<file path="config.mk">
export PLATFORM = sky130hd
export DESIGN_NAME = pfsm_top
export DESIGN_NICKNAME = d
export VERILOG_FILES = /design/src/include/pfsm_pkg.sv /design/src/hw/pfsm_top.sv /design/src/hw/pfsm_edge_irq.sv /design/src/hw/pfsm_route.sv
export SDC_FILE = /design/constraint.sdc
export NUM_CORES = 1
export LEC_CHECK = 0
export CORE_MARGIN = 1.5
export CORE_UTILIZATION = 35
export DETAILED_ROUTE_END_ITERATION = 8
export DONT_BUFFER_PORTS = 1
export GPL_TIMING_DRIVEN = 0
export PLACE_DENSITY = 0.58
export SLEW_MARGIN = 20
export SYNTH_ARGS = -nofsm -noshare
export SYNTH_HDL_FRONTEND = slang
export SYNTH_SLANG_ARGS = --single-unit
</file>
<file path="constraint.sdc">
create_clock -name clk_i -period 1.24 [get_ports clk_i]
set_input_delay 0.124 -clock clk_i [delete_from_list [all_inputs] [get_ports clk_i]]
set_output_delay 0.124 -clock clk_i [all_outputs]
set_load 0.01 [all_outputs]
</file>
<file path="src/include/pfsm_pkg.sv">
/*
  Constants for the port A function select multiplexer: APB register map,
  reset values, select codes and pin indices.
  Assumes a 32-bit APB bus with byte addresses and word-aligned registers.
*/
package pfsm_pkg;

  localparam int          PFSM_PINS        = 6;
  localparam int          PFSM_EDGE_PINS   = 4;
  localparam int          PFSM_AW          = 8;

  // Register byte offsets
  localparam logic [7:0]  PFSM_OFS_AFEN    = 8'h00;
  localparam logic [7:0]  PFSM_OFS_SEL1    = 8'h04;
  localparam logic [7:0]  PFSM_OFS_SEL2    = 8'h08;
  localparam logic [7:0]  PFSM_OFS_DIR     = 8'h0C;
  localparam logic [7:0]  PFSM_OFS_OUT     = 8'h10;
  localparam logic [7:0]  PFSM_OFS_IN      = 8'h14;
  localparam logic [7:0]  PFSM_OFS_EDGE    = 8'h18;
  localparam logic [7:0]  PFSM_OFS_STAT    = 8'h1C;
  localparam logic [7:0]  PFSM_OFS_MASK    = 8'h20;
  localparam logic [7:0]  PFSM_OFS_PCSEL   = 8'h24;

  // Reset values
  localparam logic [5:0]  PFSM_RST_AFEN    = 6'h00;
  localparam logic [5:0]  PFSM_RST_SEL     = 6'h00;
  localparam logic [5:0]  PFSM_RST_DIR     = 6'h3F;
  localparam logic [5:0]  PFSM_RST_OUT     = 6'h00;
  localparam logic [3:0]  PFSM_RST_EDGE    = 4'h0;
  localparam logic [7:0]  PFSM_RST_PCSEL   = 8'h00;
  localparam logic [31:0] PFSM_RD_ZERO     = 32'h0000_0000;

  // Two-bit codes: {set one bit, set two bit}
  localparam logic [1:0]  PFSM_CODE_00     = 2'h0;
  localparam logic [1:0]  PFSM_CODE_01     = 2'h1;
  localparam logic [1:0]  PFSM_CODE_10     = 2'h2;
  localparam logic [1:0]  PFSM_CODE_11     = 2'h3;

  // Pin indices
  localparam int          PFSM_A0 = 0;
  localparam int          PFSM_A1 = 1;
  localparam int          PFSM_A2 = 2;
  localparam int          PFSM_A3 = 3;
  localparam int          PFSM_A4 = 4;
  localparam int          PFSM_A5 = 5;
  localparam int          PFSM_C2 = 2;

  // Package variants
  typedef enum logic [1:0] {
    PFSM_PKG_SMALL = 2'h0,
    PFSM_PKG_MID   = 2'h1,
    PFSM_PKG_LARGE = 2'h2
  } pfsm_variant_t;

endpackage : pfsm_pkg

</file>
<file path="src/hw/pfsm_top.sv">
/*
  Port A function select multiplexer for the six-pin package, with port C
  single-bit selection, GPIO edge interrupts and an APB register slave.
  Assumes pins and peripherals synchronous to clk_i; analog users take the
  analog enables as switch controls.
*/
`timescale 1ns/1ns
`default_nettype none
// Functional notes
// [RULE1] Select code applies only when alternate enabled
// [RULE2] Port C uses set one bit only
// [RULE3] A0: timer0 input or complemented timer0 output
// [RULE4] A2: driver enable, reset in, timer1 out
// [RULE5] A3: CTS, comparator out, timer1 in, analog
// [RULE6] A4: receive data or analog
// [RULE7] A5: transmit data or complemented timer1 output
// [RULE8] A5 code 11 gives analog functions
// [RULE9] Analog code hands pin to analog users
// [RULE10] Some pins interrupt on chosen single edge
// [RULE11] Other pins interrupt on both edges
// [RULE12] Port C2 reference only in mid package
// [RULE13] Alternate function overrides data direction
// [RULE14] A1: timer0 out, external clock, analog
module pfsm_top #(
  parameter pfsm_pkg::pfsm_variant_t VARIANT = pfsm_pkg::PFSM_PKG_SMALL
) (
  // Clock, reset, enable
  input  wire logic                        clk_i,
  input  wire logic                        rst_n_i,
  input  wire logic                        clk_en_i,
  // APB slave
  input  wire logic                        psel,
  input  wire logic                        penable,
  input  wire logic                        pwrite,
  input  wire logic [pfsm_pkg::PFSM_AW-1:0] paddr,
  input  wire logic [31:0]                 pwdata,
  output logic      [31:0]                 prdata,
  output logic                             pready,
  output logic                             pslverr,
  // Port A pins
  input  wire logic [pfsm_pkg::PFSM_PINS-1:0] pin_in_i,
  output logic      [pfsm_pkg::PFSM_PINS-1:0] pin_out_o,
  output logic      [pfsm_pkg::PFSM_PINS-1:0] pin_oe_o,
  output logic      [pfsm_pkg::PFSM_PINS-1:0] pin_analog_o,
  // Peripheral outputs to route onto pins
  input  wire logic                        timer0_output_i,
  input  wire logic                        timer1_output_i,
  input  wire logic                        uart_driver_enable_i,
  input  wire logic                        uart_transmit_data_i,
  input  wire logic                        comparator_output_i,
  // Peripheral inputs taken from pins
  output logic                             timer0_input_o,
  output logic                             external_clock_input_o,
  output logic                             ext_reset_n_o,
  output logic                             uart_clear_to_send_o,
  output logic                             timer1_input_o,
  output logic                             uart_receive_data_o,
  // Port C selection
  output logic      [7:0]                  portc_alt_sel_o,
  output logic                             portc2_vref_o,
  // Interrupt
  output logic                             irq_o
);
  import pfsm_pkg::*;

  // ==========================================================================
  // APB decode
  // ==========================================================================
  logic [5:0] afen_q, sel1_q, sel2_q, dir_q, out_q, mask_q;
  logic [3:0] edge_q;
  logic [7:0] pcsel_q;
  logic       wr_en;
  logic       mapped;
  logic [5:0] stat;
  logic [5:0] clr;

  function automatic logic hit(input logic [PFSM_AW-1:0] a, input logic [7:0] ofs);
    hit = (a == ofs[PFSM_AW-1:0]);
  endfunction

  assign pready  = 1'b1;
  assign wr_en   = psel && penable && pwrite && clk_en_i;
  always_comb begin
    mapped = hit(paddr, PFSM_OFS_AFEN) || hit(paddr, PFSM_OFS_SEL1) ||
             hit(paddr, PFSM_OFS_SEL2) || hit(paddr, PFSM_OFS_DIR) ||
             hit(paddr, PFSM_OFS_OUT)  || hit(paddr, PFSM_OFS_IN) ||
             hit(paddr, PFSM_OFS_EDGE) || hit(paddr, PFSM_OFS_STAT) ||
             hit(paddr, PFSM_OFS_MASK) || hit(paddr, PFSM_OFS_PCSEL);
  end
  assign pslverr = psel && penable && !mapped;

  // ==========================================================================
  // Configuration registers
  // ==========================================================================
  always_ff @(posedge clk_i or negedge rst_n_i) begin
    if (!rst_n_i) begin
      afen_q  <= PFSM_RST_AFEN;
      sel1_q  <= PFSM_RST_SEL;
      sel2_q  <= PFSM_RST_SEL;
      dir_q   <= PFSM_RST_DIR;
      out_q   <= PFSM_RST_OUT;
      edge_q  <= PFSM_RST_EDGE;
      mask_q  <= PFSM_RST_AFEN;
      pcsel_q <= PFSM_RST_PCSEL;
    end else if (wr_en) begin
      if (hit(paddr, PFSM_OFS_AFEN))  afen_q  <= pwdata[5:0];
      if (hit(paddr, PFSM_OFS_SEL1))  sel1_q  <= pwdata[5:0];
      if (hit(paddr, PFSM_OFS_SEL2))  sel2_q  <= pwdata[5:0];
      if (hit(paddr, PFSM_OFS_DIR))   dir_q   <= pwdata[5:0];
      if (hit(paddr, PFSM_OFS_OUT))   out_q   <= pwdata[5:0];
      if (hit(paddr, PFSM_OFS_EDGE))  edge_q  <= pwdata[3:0];
      if (hit(paddr, PFSM_OFS_MASK))  mask_q  <= pwdata[5:0];
      if (hit(paddr, PFSM_OFS_PCSEL)) pcsel_q <= pwdata[7:0];
    end
  end

  assign clr = (wr_en && hit(paddr, PFSM_OFS_STAT)) ? pwdata[5:0] : '0;

  // Read data registered so it is stable in the access phase
  always_ff @(posedge clk_i or negedge rst_n_i) begin
    if (!rst_n_i) begin
      prdata <= PFSM_RD_ZERO;
    end else if (clk_en_i) begin
      prdata <= PFSM_RD_ZERO;
      if (psel && !penable) begin
        if (hit(paddr, PFSM_OFS_AFEN))  prdata[5:0] <= afen_q;
        if (hit(paddr, PFSM_OFS_SEL1))  prdata[5:0] <= sel1_q;
        if (hit(paddr, PFSM_OFS_SEL2))  prdata[5:0] <= sel2_q;
        if (hit(paddr, PFSM_OFS_DIR))   prdata[5:0] <= dir_q;
        if (hit(paddr, PFSM_OFS_OUT))   prdata[5:0] <= out_q;
        if (hit(paddr, PFSM_OFS_IN))    prdata[5:0] <= pin_in_i;
        if (hit(paddr, PFSM_OFS_EDGE))  prdata[3:0] <= edge_q;
        if (hit(paddr, PFSM_OFS_STAT))  prdata[5:0] <= stat;
        if (hit(paddr, PFSM_OFS_MASK))  prdata[5:0] <= mask_q;
        if (hit(paddr, PFSM_OFS_PCSEL)) prdata[7:0] <= pcsel_q;
      end else if (psel && penable) begin
        prdata <= prdata;
      end
    end
  end

  // ==========================================================================
  // Routing
  // ==========================================================================
  logic [5:0] pin_d, oe_d, ana_d, digin_d;

  pfsm_route u_route (
    .afen_i               (afen_q),
    .sel1_i               (sel1_q),
    .sel2_i               (sel2_q),
    .dir_i                (dir_q),
    .gpio_out_i           (out_q),
    .timer0_output_i      (timer0_output_i),
    .timer1_output_i      (timer1_output_i),
    .uart_driver_enable_i (uart_driver_enable_i),
    .uart_transmit_data_i (uart_transmit_data_i),
    .comparator_output_i  (comparator_output_i),
    .pin_d_o              (pin_d),
    .pin_oe_d_o           (oe_d),
    .analog_d_o           (ana_d),
    .digin_d_o            (digin_d)
  );

  // Pin drive registered; analog pins never driven digitally
  always_ff @(posedge clk_i or negedge rst_n_i) begin
    if (!rst_n_i) begin
      pin_out_o    <= '0;
      pin_oe_o     <= '0;
      pin_analog_o <= '0;
    end else if (clk_en_i) begin
      pin_out_o    <= pin_d;
      pin_oe_o     <= oe_d & ~ana_d; // [RULE9]
      pin_analog_o <= ana_d;
    end
  end

  // Peripheral inputs: idle level when the pin is not routed there
  always_ff @(posedge clk_i or negedge rst_n_i) begin
    if (!rst_n_i) begin
      timer0_input_o         <= 1'b0;
      external_clock_input_o <= 1'b0;
      ext_reset_n_o          <= 1'b1;
      uart_clear_to_send_o   <= 1'b0;
      timer1_input_o         <= 1'b0;
      uart_receive_data_o    <= 1'b1;
    end else if (clk_en_i) begin
      timer0_input_o         <= digin_d[PFSM_A0] & pin_in_i[PFSM_A0]; // [RULE3]
      external_clock_input_o <= digin_d[PFSM_A1] & pin_in_i[PFSM_A1]; // [RULE14]
      ext_reset_n_o          <= ~digin_d[PFSM_A2] | pin_in_i[PFSM_A2]; // [RULE4]
      uart_clear_to_send_o   <= digin_d[PFSM_A3] && !sel1_q[PFSM_A3] &&
                                pin_in_i[PFSM_A3]; // [RULE5]
      timer1_input_o         <= digin_d[PFSM_A3] && sel1_q[PFSM_A3] &&
                                pin_in_i[PFSM_A3]; // [RULE5]
      uart_receive_data_o    <= ~digin_d[PFSM_A4] | pin_in_i[PFSM_A4]; // [RULE6]
    end
  end

  // ==========================================================================
  // Port C: one select bit per pin, set two has no say
  // ==========================================================================
  always_ff @(posedge clk_i or negedge rst_n_i) begin
    if (!rst_n_i) begin
      portc_alt_sel_o <= PFSM_RST_PCSEL;
      portc2_vref_o   <= 1'b0;
    end else if (clk_en_i) begin
      portc_alt_sel_o <= pcsel_q; // [RULE2]
      portc2_vref_o   <= pcsel_q[PFSM_C2] && (VARIANT == PFSM_PKG_MID); // [RULE12]
    end
  end

  // ==========================================================================
  // Edge interrupts
  // ==========================================================================
  pfsm_edge_irq #(
    .N    (PFSM_PINS),
    .NSEL (PFSM_EDGE_PINS)
  ) u_irq (
    .clk_i      (clk_i),
    .rst_n_i    (rst_n_i),
    .en_i       (clk_en_i),
    .pin_i      (pin_in_i),
    .rise_sel_i (edge_q),
    .clear_i    (clr),
    .mask_i     (mask_q),
    .status_o   (stat),
    .irq_o      (irq_o)
  );

endmodule : pfsm_top
`default_nettype wire

</file>
<file path="src/hw/pfsm_edge_irq.sv">
/*
  Pin edge interrupt detector with sticky status, write-one-to-clear and mask.
  Assumes pin inputs synchronous to clk_i; set wins over a clear.
*/
`timescale 1ns/1ns
`default_nettype none
module pfsm_edge_irq #(
  parameter int N      = 6,
  parameter int NSEL   = 4
) (
  // Clock and reset
  input  wire logic          clk_i,
  input  wire logic          rst_n_i,
  input  wire logic          en_i,
  // Pin levels and edge configuration
  input  wire logic [N-1:0]  pin_i,
  input  wire logic [NSEL-1:0] rise_sel_i,
  // Software clear and mask
  input  wire logic [N-1:0]  clear_i,
  input  wire logic [N-1:0]  mask_i,
  // Status and request
  output logic      [N-1:0]  status_o,
  output logic               irq_o
);
  logic [N-1:0] prev_q;
  logic [N-1:0] prime_q;
  logic [N-1:0] event_d;

  // Reference level taken after reset, so a pin held high is not an edge
  always_ff @(posedge clk_i or negedge rst_n_i) begin
    if (!rst_n_i) begin
      prev_q  <= '0;
      prime_q <= '0;
    end else if (en_i) begin
      prev_q  <= pin_i;
      prime_q <= '1;
    end
  end

  genvar g;
  generate
    for (g = 0; g < N; g++) begin : g_evt
      if (g < NSEL) begin : g_sel
        // One driver per bit keeps the generate free of shared writers
        assign event_d[g] = prime_q[g] &&
                            (rise_sel_i[g] ? (pin_i[g] && !prev_q[g])
                                           : (!pin_i[g] && prev_q[g])); // [RULE10]
      end else begin : g_any
        assign event_d[g] = prime_q[g] && (pin_i[g] ^ prev_q[g]); // [RULE11]
      end
    end
  endgenerate

  always_ff @(posedge clk_i or negedge rst_n_i) begin
    if (!rst_n_i) begin
      status_o <= '0;
    end else if (en_i) begin
      status_o <= (status_o & ~clear_i) | event_d;
    end
  end

  assign irq_o = |(status_o & mask_i);

endmodule : pfsm_edge_irq
`default_nettype wire

</file>
<file path="src/hw/pfsm_route.sv">
/*
  Combinational route table: per-pin select code to peripheral connection.
  Assumes the caller registers what leaves the block.
*/
`timescale 1ns/1ns
`default_nettype none
module pfsm_route (
  // Configuration
  input  wire logic [5:0] afen_i,
  input  wire logic [5:0] sel1_i,
  input  wire logic [5:0] sel2_i,
  input  wire logic [5:0] dir_i,
  input  wire logic [5:0] gpio_out_i,
  // Peripheral outputs towards pins
  input  wire logic       timer0_output_i,
  input  wire logic       timer1_output_i,
  input  wire logic       uart_driver_enable_i,
  input  wire logic       uart_transmit_data_i,
  input  wire logic       comparator_output_i,
  // Pin drive
  output logic      [5:0] pin_d_o,
  output logic      [5:0] pin_oe_d_o,
  output logic      [5:0] analog_d_o,
  output logic      [5:0] digin_d_o
);
  import pfsm_pkg::*;

  function automatic logic [1:0] code_of(input logic [5:0] s1, input logic [5:0] s2,
                                         input int n);
    code_of = {s1[n], s2[n]};
  endfunction

  logic [1:0] c0, c1, c2, c3, c4, c5;

  always_comb begin
    c0 = code_of(sel1_i, sel2_i, PFSM_A0);
    c1 = code_of(sel1_i, sel2_i, PFSM_A1);
    c2 = code_of(sel1_i, sel2_i, PFSM_A2);
    c3 = code_of(sel1_i, sel2_i, PFSM_A3);
    c4 = code_of(sel1_i, sel2_i, PFSM_A4);
    c5 = code_of(sel1_i, sel2_i, PFSM_A5);
    // GPIO defaults; reserved codes fall back to input, no drive
    pin_d_o    = gpio_out_i;
    pin_oe_d_o = ~dir_i;
    analog_d_o = '0;
    digin_d_o  = '0;
    // Alternate function overrides the direction bit
    for (int i = 0; i < PFSM_PINS; i++) begin
      if (afen_i[i]) begin // [RULE1] [RULE13]
        pin_oe_d_o[i] = 1'b0;
        pin_d_o[i]    = 1'b0;
      end
    end
    if (afen_i[PFSM_A0]) begin // [RULE3]
      case (c0)
        PFSM_CODE_00: digin_d_o[PFSM_A0] = 1'b1;
        PFSM_CODE_11: begin
          pin_d_o[PFSM_A0]    = ~timer0_output_i;
          pin_oe_d_o[PFSM_A0] = 1'b1;
        end
        default: ;
      endcase
    end
    if (afen_i[PFSM_A1]) begin // [RULE14]
      case (c1)
        PFSM_CODE_00: begin
          pin_d_o[PFSM_A1]    = timer0_output_i;
          pin_oe_d_o[PFSM_A1] = 1'b1;
        end
        PFSM_CODE_10: digin_d_o[PFSM_A1] = 1'b1;
        PFSM_CODE_11: analog_d_o[PFSM_A1] = 1'b1; // [RULE9]
        default: ;
      endcase
    end
    if (afen_i[PFSM_A2]) begin // [RULE4]
      case (c2)
        PFSM_CODE_00: begin
          pin_d_o[PFSM_A2]    = uart_driver_enable_i;
          pin_oe_d_o[PFSM_A2] = 1'b1;
        end
        PFSM_CODE_01: digin_d_o[PFSM_A2] = 1'b1;
        PFSM_CODE_10: begin
          pin_d_o[PFSM_A2]    = timer1_output_i;
          pin_oe_d_o[PFSM_A2] = 1'b1;
        end
        default: ;
      endcase
    end
    if (afen_i[PFSM_A3]) begin // [RULE5]
      case (c3)
        PFSM_CODE_00: digin_d_o[PFSM_A3] = 1'b1;
        PFSM_CODE_01: begin
          pin_d_o[PFSM_A3]    = comparator_output_i;
          pin_oe_d_o[PFSM_A3] = 1'b1;
        end
        PFSM_CODE_10: digin_d_o[PFSM_A3] = 1'b1;
        PFSM_CODE_11: analog_d_o[PFSM_A3] = 1'b1; // [RULE9]
        default: ;
      endcase
    end
    if (afen_i[PFSM_A4]) begin // [RULE6]
      case (c4)
        PFSM_CODE_00: digin_d_o[PFSM_A4] = 1'b1;
        PFSM_CODE_11: analog_d_o[PFSM_A4] = 1'b1; // [RULE9]
        default: ;
      endcase
    end
    if (afen_i[PFSM_A5]) begin // [RULE7]
      case (c5)
        PFSM_CODE_00: begin
          pin_d_o[PFSM_A5]    = uart_transmit_data_i;
          pin_oe_d_o[PFSM_A5] = 1'b1;
        end
        PFSM_CODE_01: begin
          pin_d_o[PFSM_A5]    = ~timer1_output_i;
          pin_oe_d_o[PFSM_A5] = 1'b1;
        end
        PFSM_CODE_11: analog_d_o[PFSM_A5] = 1'b1; // [RULE8] [RULE9]
        default: ;
      endcase
    end
  end

endmodule : pfsm_route
`default_nettype wire

</file>
==> flow_metrics.py <==
metrics = {
    "global_routing": {
        "overflow": 0,
        "grt_max_degree": 100,
        "grt_pass1_vias": 3971,
        "antenna_found_initial": 1,
        "grt_usage": 0.1982,
        "grt_pass1_wl_um": 22430,
    },
    "pwr": {
        "powerDensity_mw_per_mm2": 1067,
        "irDropWorstVdd_mv": 1.014,
        "pwr-share-clk": 0.435,
        "switching_share": 0.2254,
        "internal_power_w": 0.005438,
        "power_switching_w": 0.001582,
        "p_seq_frac": 0.475,
        "power.leakage_nw": 2.916,
        "power_frac_comb": 0.090,
    },
    "hold_path": {
        "min_path_type": "input pin to async pin",
    },
    "routing": {
        "drtAntennaViolNets": 0,
        "drtIter0Drc": 243,
        "routedWlPerCell_um": 19.86,
        "drc_errors": 0,
        "wl_um": 14760,
        "vias_per_cell": 5.331,
        "dr.pass1.iters": 4,
        "num_vias": 3961,
    },
    "clock_network": {
        "clk_pin_slew_worst_paths_ns": 0.06,
        "cts_buffer_depth": 2,
        "htreeDepth": 3,
        "cts_hold_buffers": 15,
        "cts_tree": "yes",
        "clockRootBuffer": "clkbuf_16",
        "clock_latency_ns": 0.35,
        "clock-sinks": 99,
        "numCtsBuffers": 9,
    },
    "cells_and_area": {
        "final_util": 0.4561,
        "reg_top3": "pcsel_q x8, portc_alt_sel_o x8, prdata x8",
        "nets": 611,
        "areaGrowthSynthToFinish_pct": 28.37,
        "antenna_cells": 0,
        "final_cells": 743,
        "layout-drive-gt1-share": 0.4061,
        "final_cell_mix": "85 x dfrtp_1, 69 x buf_4, 52 x mux2_2",
        "layout_commonest_cell": "dfrtp_1",
    },
    "timing": {
        "slew_headroom": 0.5747,
        "finalClockSkew_ns": 0.004575,
        "finalSetupViolCount": 38,
        "min_period_ns": 1.432,
        "grt_setup_unrepaired": "yes",
        "hold_slack_ns": -0.5341,
        "worst_pin_slew_ns": 0.6380,
        "finalSetupTns_ns": -3.722,
        "drv_slew": 0,
        "fmax_mhz": 698.3,
        "setup_ws_ns": -0.1921,
        "hold_viol_final": 99,
        "period_share": 1.155,
    },
    "place": {
        "post-dp-hpwl_um": 10050,
        "place_ws_ns": -0.8481,
        "port_buffers": 0,
        "dp.cells": 673,
        "gp_congestion": 0.8469,
    },
    "logic_synthesis": {
        "ys.flop_type": "dfrtp_1",
        "synthArstFlopShare": 1.000,
        "synth-seq-area-share": 0.4854,
        "synthesis.area_mm2": 0.005125,
        "avgSynthCellArea_um2": 11.07,
        "synth-edff-count": 0,
        "ys_ff_latch": 99,
        "synth.distinct_cells": 56,
        "ys_warn_count": 0,
        "synth_cells": 463,
    },
    "floorplan": {
        "io_pins": 125,
        "placementRows": 44,
        "die_w_um": 124.0,
        "start_util": 0.3553,
        "die_h_um": 124.0,
        "die-area_mm2": 0.01538,
        "core_area_mm2": 0.01442,
    },
    "critical_path": {
        "cp_top_family": "simple AND/OR/NAND/NOR gates",
        "crit_slowest_cell": "or4_4",
        "path_max_fanout": 6,
        "required_ns": 1.47,
        "slowest_delay_ns": 0.55,
        "crit_buf_inv": 1,
        "end_kind": "flop",
        "crit_chain": "or4_4, buf_6, nor2_4, and3_4, o32ai_4, a221o_1",
        "crit_type": "input pin to flop",
        "startpoint_type": "input pin",
        "worstPathArrival_ns": 1.67,
    },
    "flow_run": {
        "cap_violations": 0,
    },
    "run_status": {
        "status": "finished, violations left",
        "violations": "hold timing, setup timing",
    },
}
[worst register-to-register path: cells and delay by family (launching register included)]
family,cells,cell delay (ns)
AO/OA/AOI/OAI,3,0.60
flip-flops,1,0.53
AND/OR/NAND/NOR,1,0.18
[power groups by stage]
stage	Combinational, W	Sequential [W]	Clock (W)
2_1_floorplan	0.000384	0.00338	0
3_3_place_gp	0.000470	0.00339	0
3_5_place_dp	0.000474	0.00339	0
4_1_cts	0.000592	0.00333	0.00314
5_1_grt	0.000687	0.00334	0.00324
6_report	0.000630	0.00333	0.00306
[cell usage after synthesis (4+ instances only)]
master | number | area (µm²)
a22oi_1 | 11 | 82.58
nor2b_1 | 7 | 43.79
clkbuf_1 | 13 | 48.80
a21oi_1 | 24 | 120.1
nor2_1 | 47 | 176.4
o2bb2ai_1 | 6 | 52.55
mux2i_1 | 10 | 100.1
nor3_1 | 8 | 40.04
buf_2 | 5 | 25.02
a31oi_1 | 5 | 31.28
mux2_4 | 8 | 120.1
mux2_2 | 64 | 720.7
o32ai_1 | 4 | 35.03
a211oi_1 | 4 | 30.03
buf_4 | 28 | 210.2
nor4_1 | 4 | 25.02
nand2_1 | 19 | 71.32
dfrtp_1 | 91 | 2277
nand2b_1 | 7 | 43.79
inv_1 | 8 | 30.03
o21ai_0 | 17 | 85.08
nand4_1 | 8 | 50.05
dfstp_2 | 8 | 210.2
[what timing repair did]
action | in CTS | in global routing
setup endpoints to repair | 74 | 54
pin swaps | 21 | 23
resized for setup | 40 | 32
hold endpoints to repair | 162 | 99
setup buffers | 27 | 14
[routing by layer]
layer	GRT usage	wire, µm
met4	0.06747	297
met3	0.07326	1581
met5	0	12
met2	0.3004	6665
met1	0.2611	6197
[final cells by class]
type | instances | area [µm²]
fill | 1359 | 7845
multi-input combinational | 334 | 2668
sequential | 99 | 2495
timing repair buffer | 56 | 478.0
buffer | 46 | 350.3
clock buffer | 11 | 252.7
tap | 184 | 230.2
clock inverter | 5 | 75.07
inverter | 8 | 30.03
[stage by stage]
step | hold WS, ns | cell area (µm²) | power [W]
6_report | -0.5341 | 6579 | 0.007021
5_1_grt | -0.5531 | 6579 | 0.007267
4_1_cts | -0.5495 | 6375 | 0.007070
3_5_place_dp | -0.1685 | 5529 | 0.003869
3_3_place_gp | -0.1685 | 5529 | 0.003862
2_1_floorplan | -0.1716 | 5299 | 0.003766
[kinds of logic after synthesis]
logic type,after synthesis,share of synthesized area
compound gates,92,0.1191
xor+xnor,2,0.003419
buf+inv,56,0.06421
flops,99,0.4854
mux,82,0.1836
other cells,2,0.001465
simple gates,130,0.1428
[worst paths after layout]
kind / start / end / slack [ns] / depth (start not counted)
setup / recovery: paddr[0] / prdata[2] / -0.19 / 6
hold / removal: rst_n_i / pin_oe_o[1] / -0.53 / 0
setup reg to reg: dir_q[3] / prdata[3] / -0.14 / 4
hold reg to reg: u_irq.prime_q[0] / u_irq.prime_q[0] / 0.48 / 1
max in group asynchronous: rst_n_i / dir_q[0] / 1.57 / 0
min in group clk_i: timer0_output_i / pin_out_o[1] / 0.02 / 2
No activity file was read; power rests on OpenSTA's default activity.
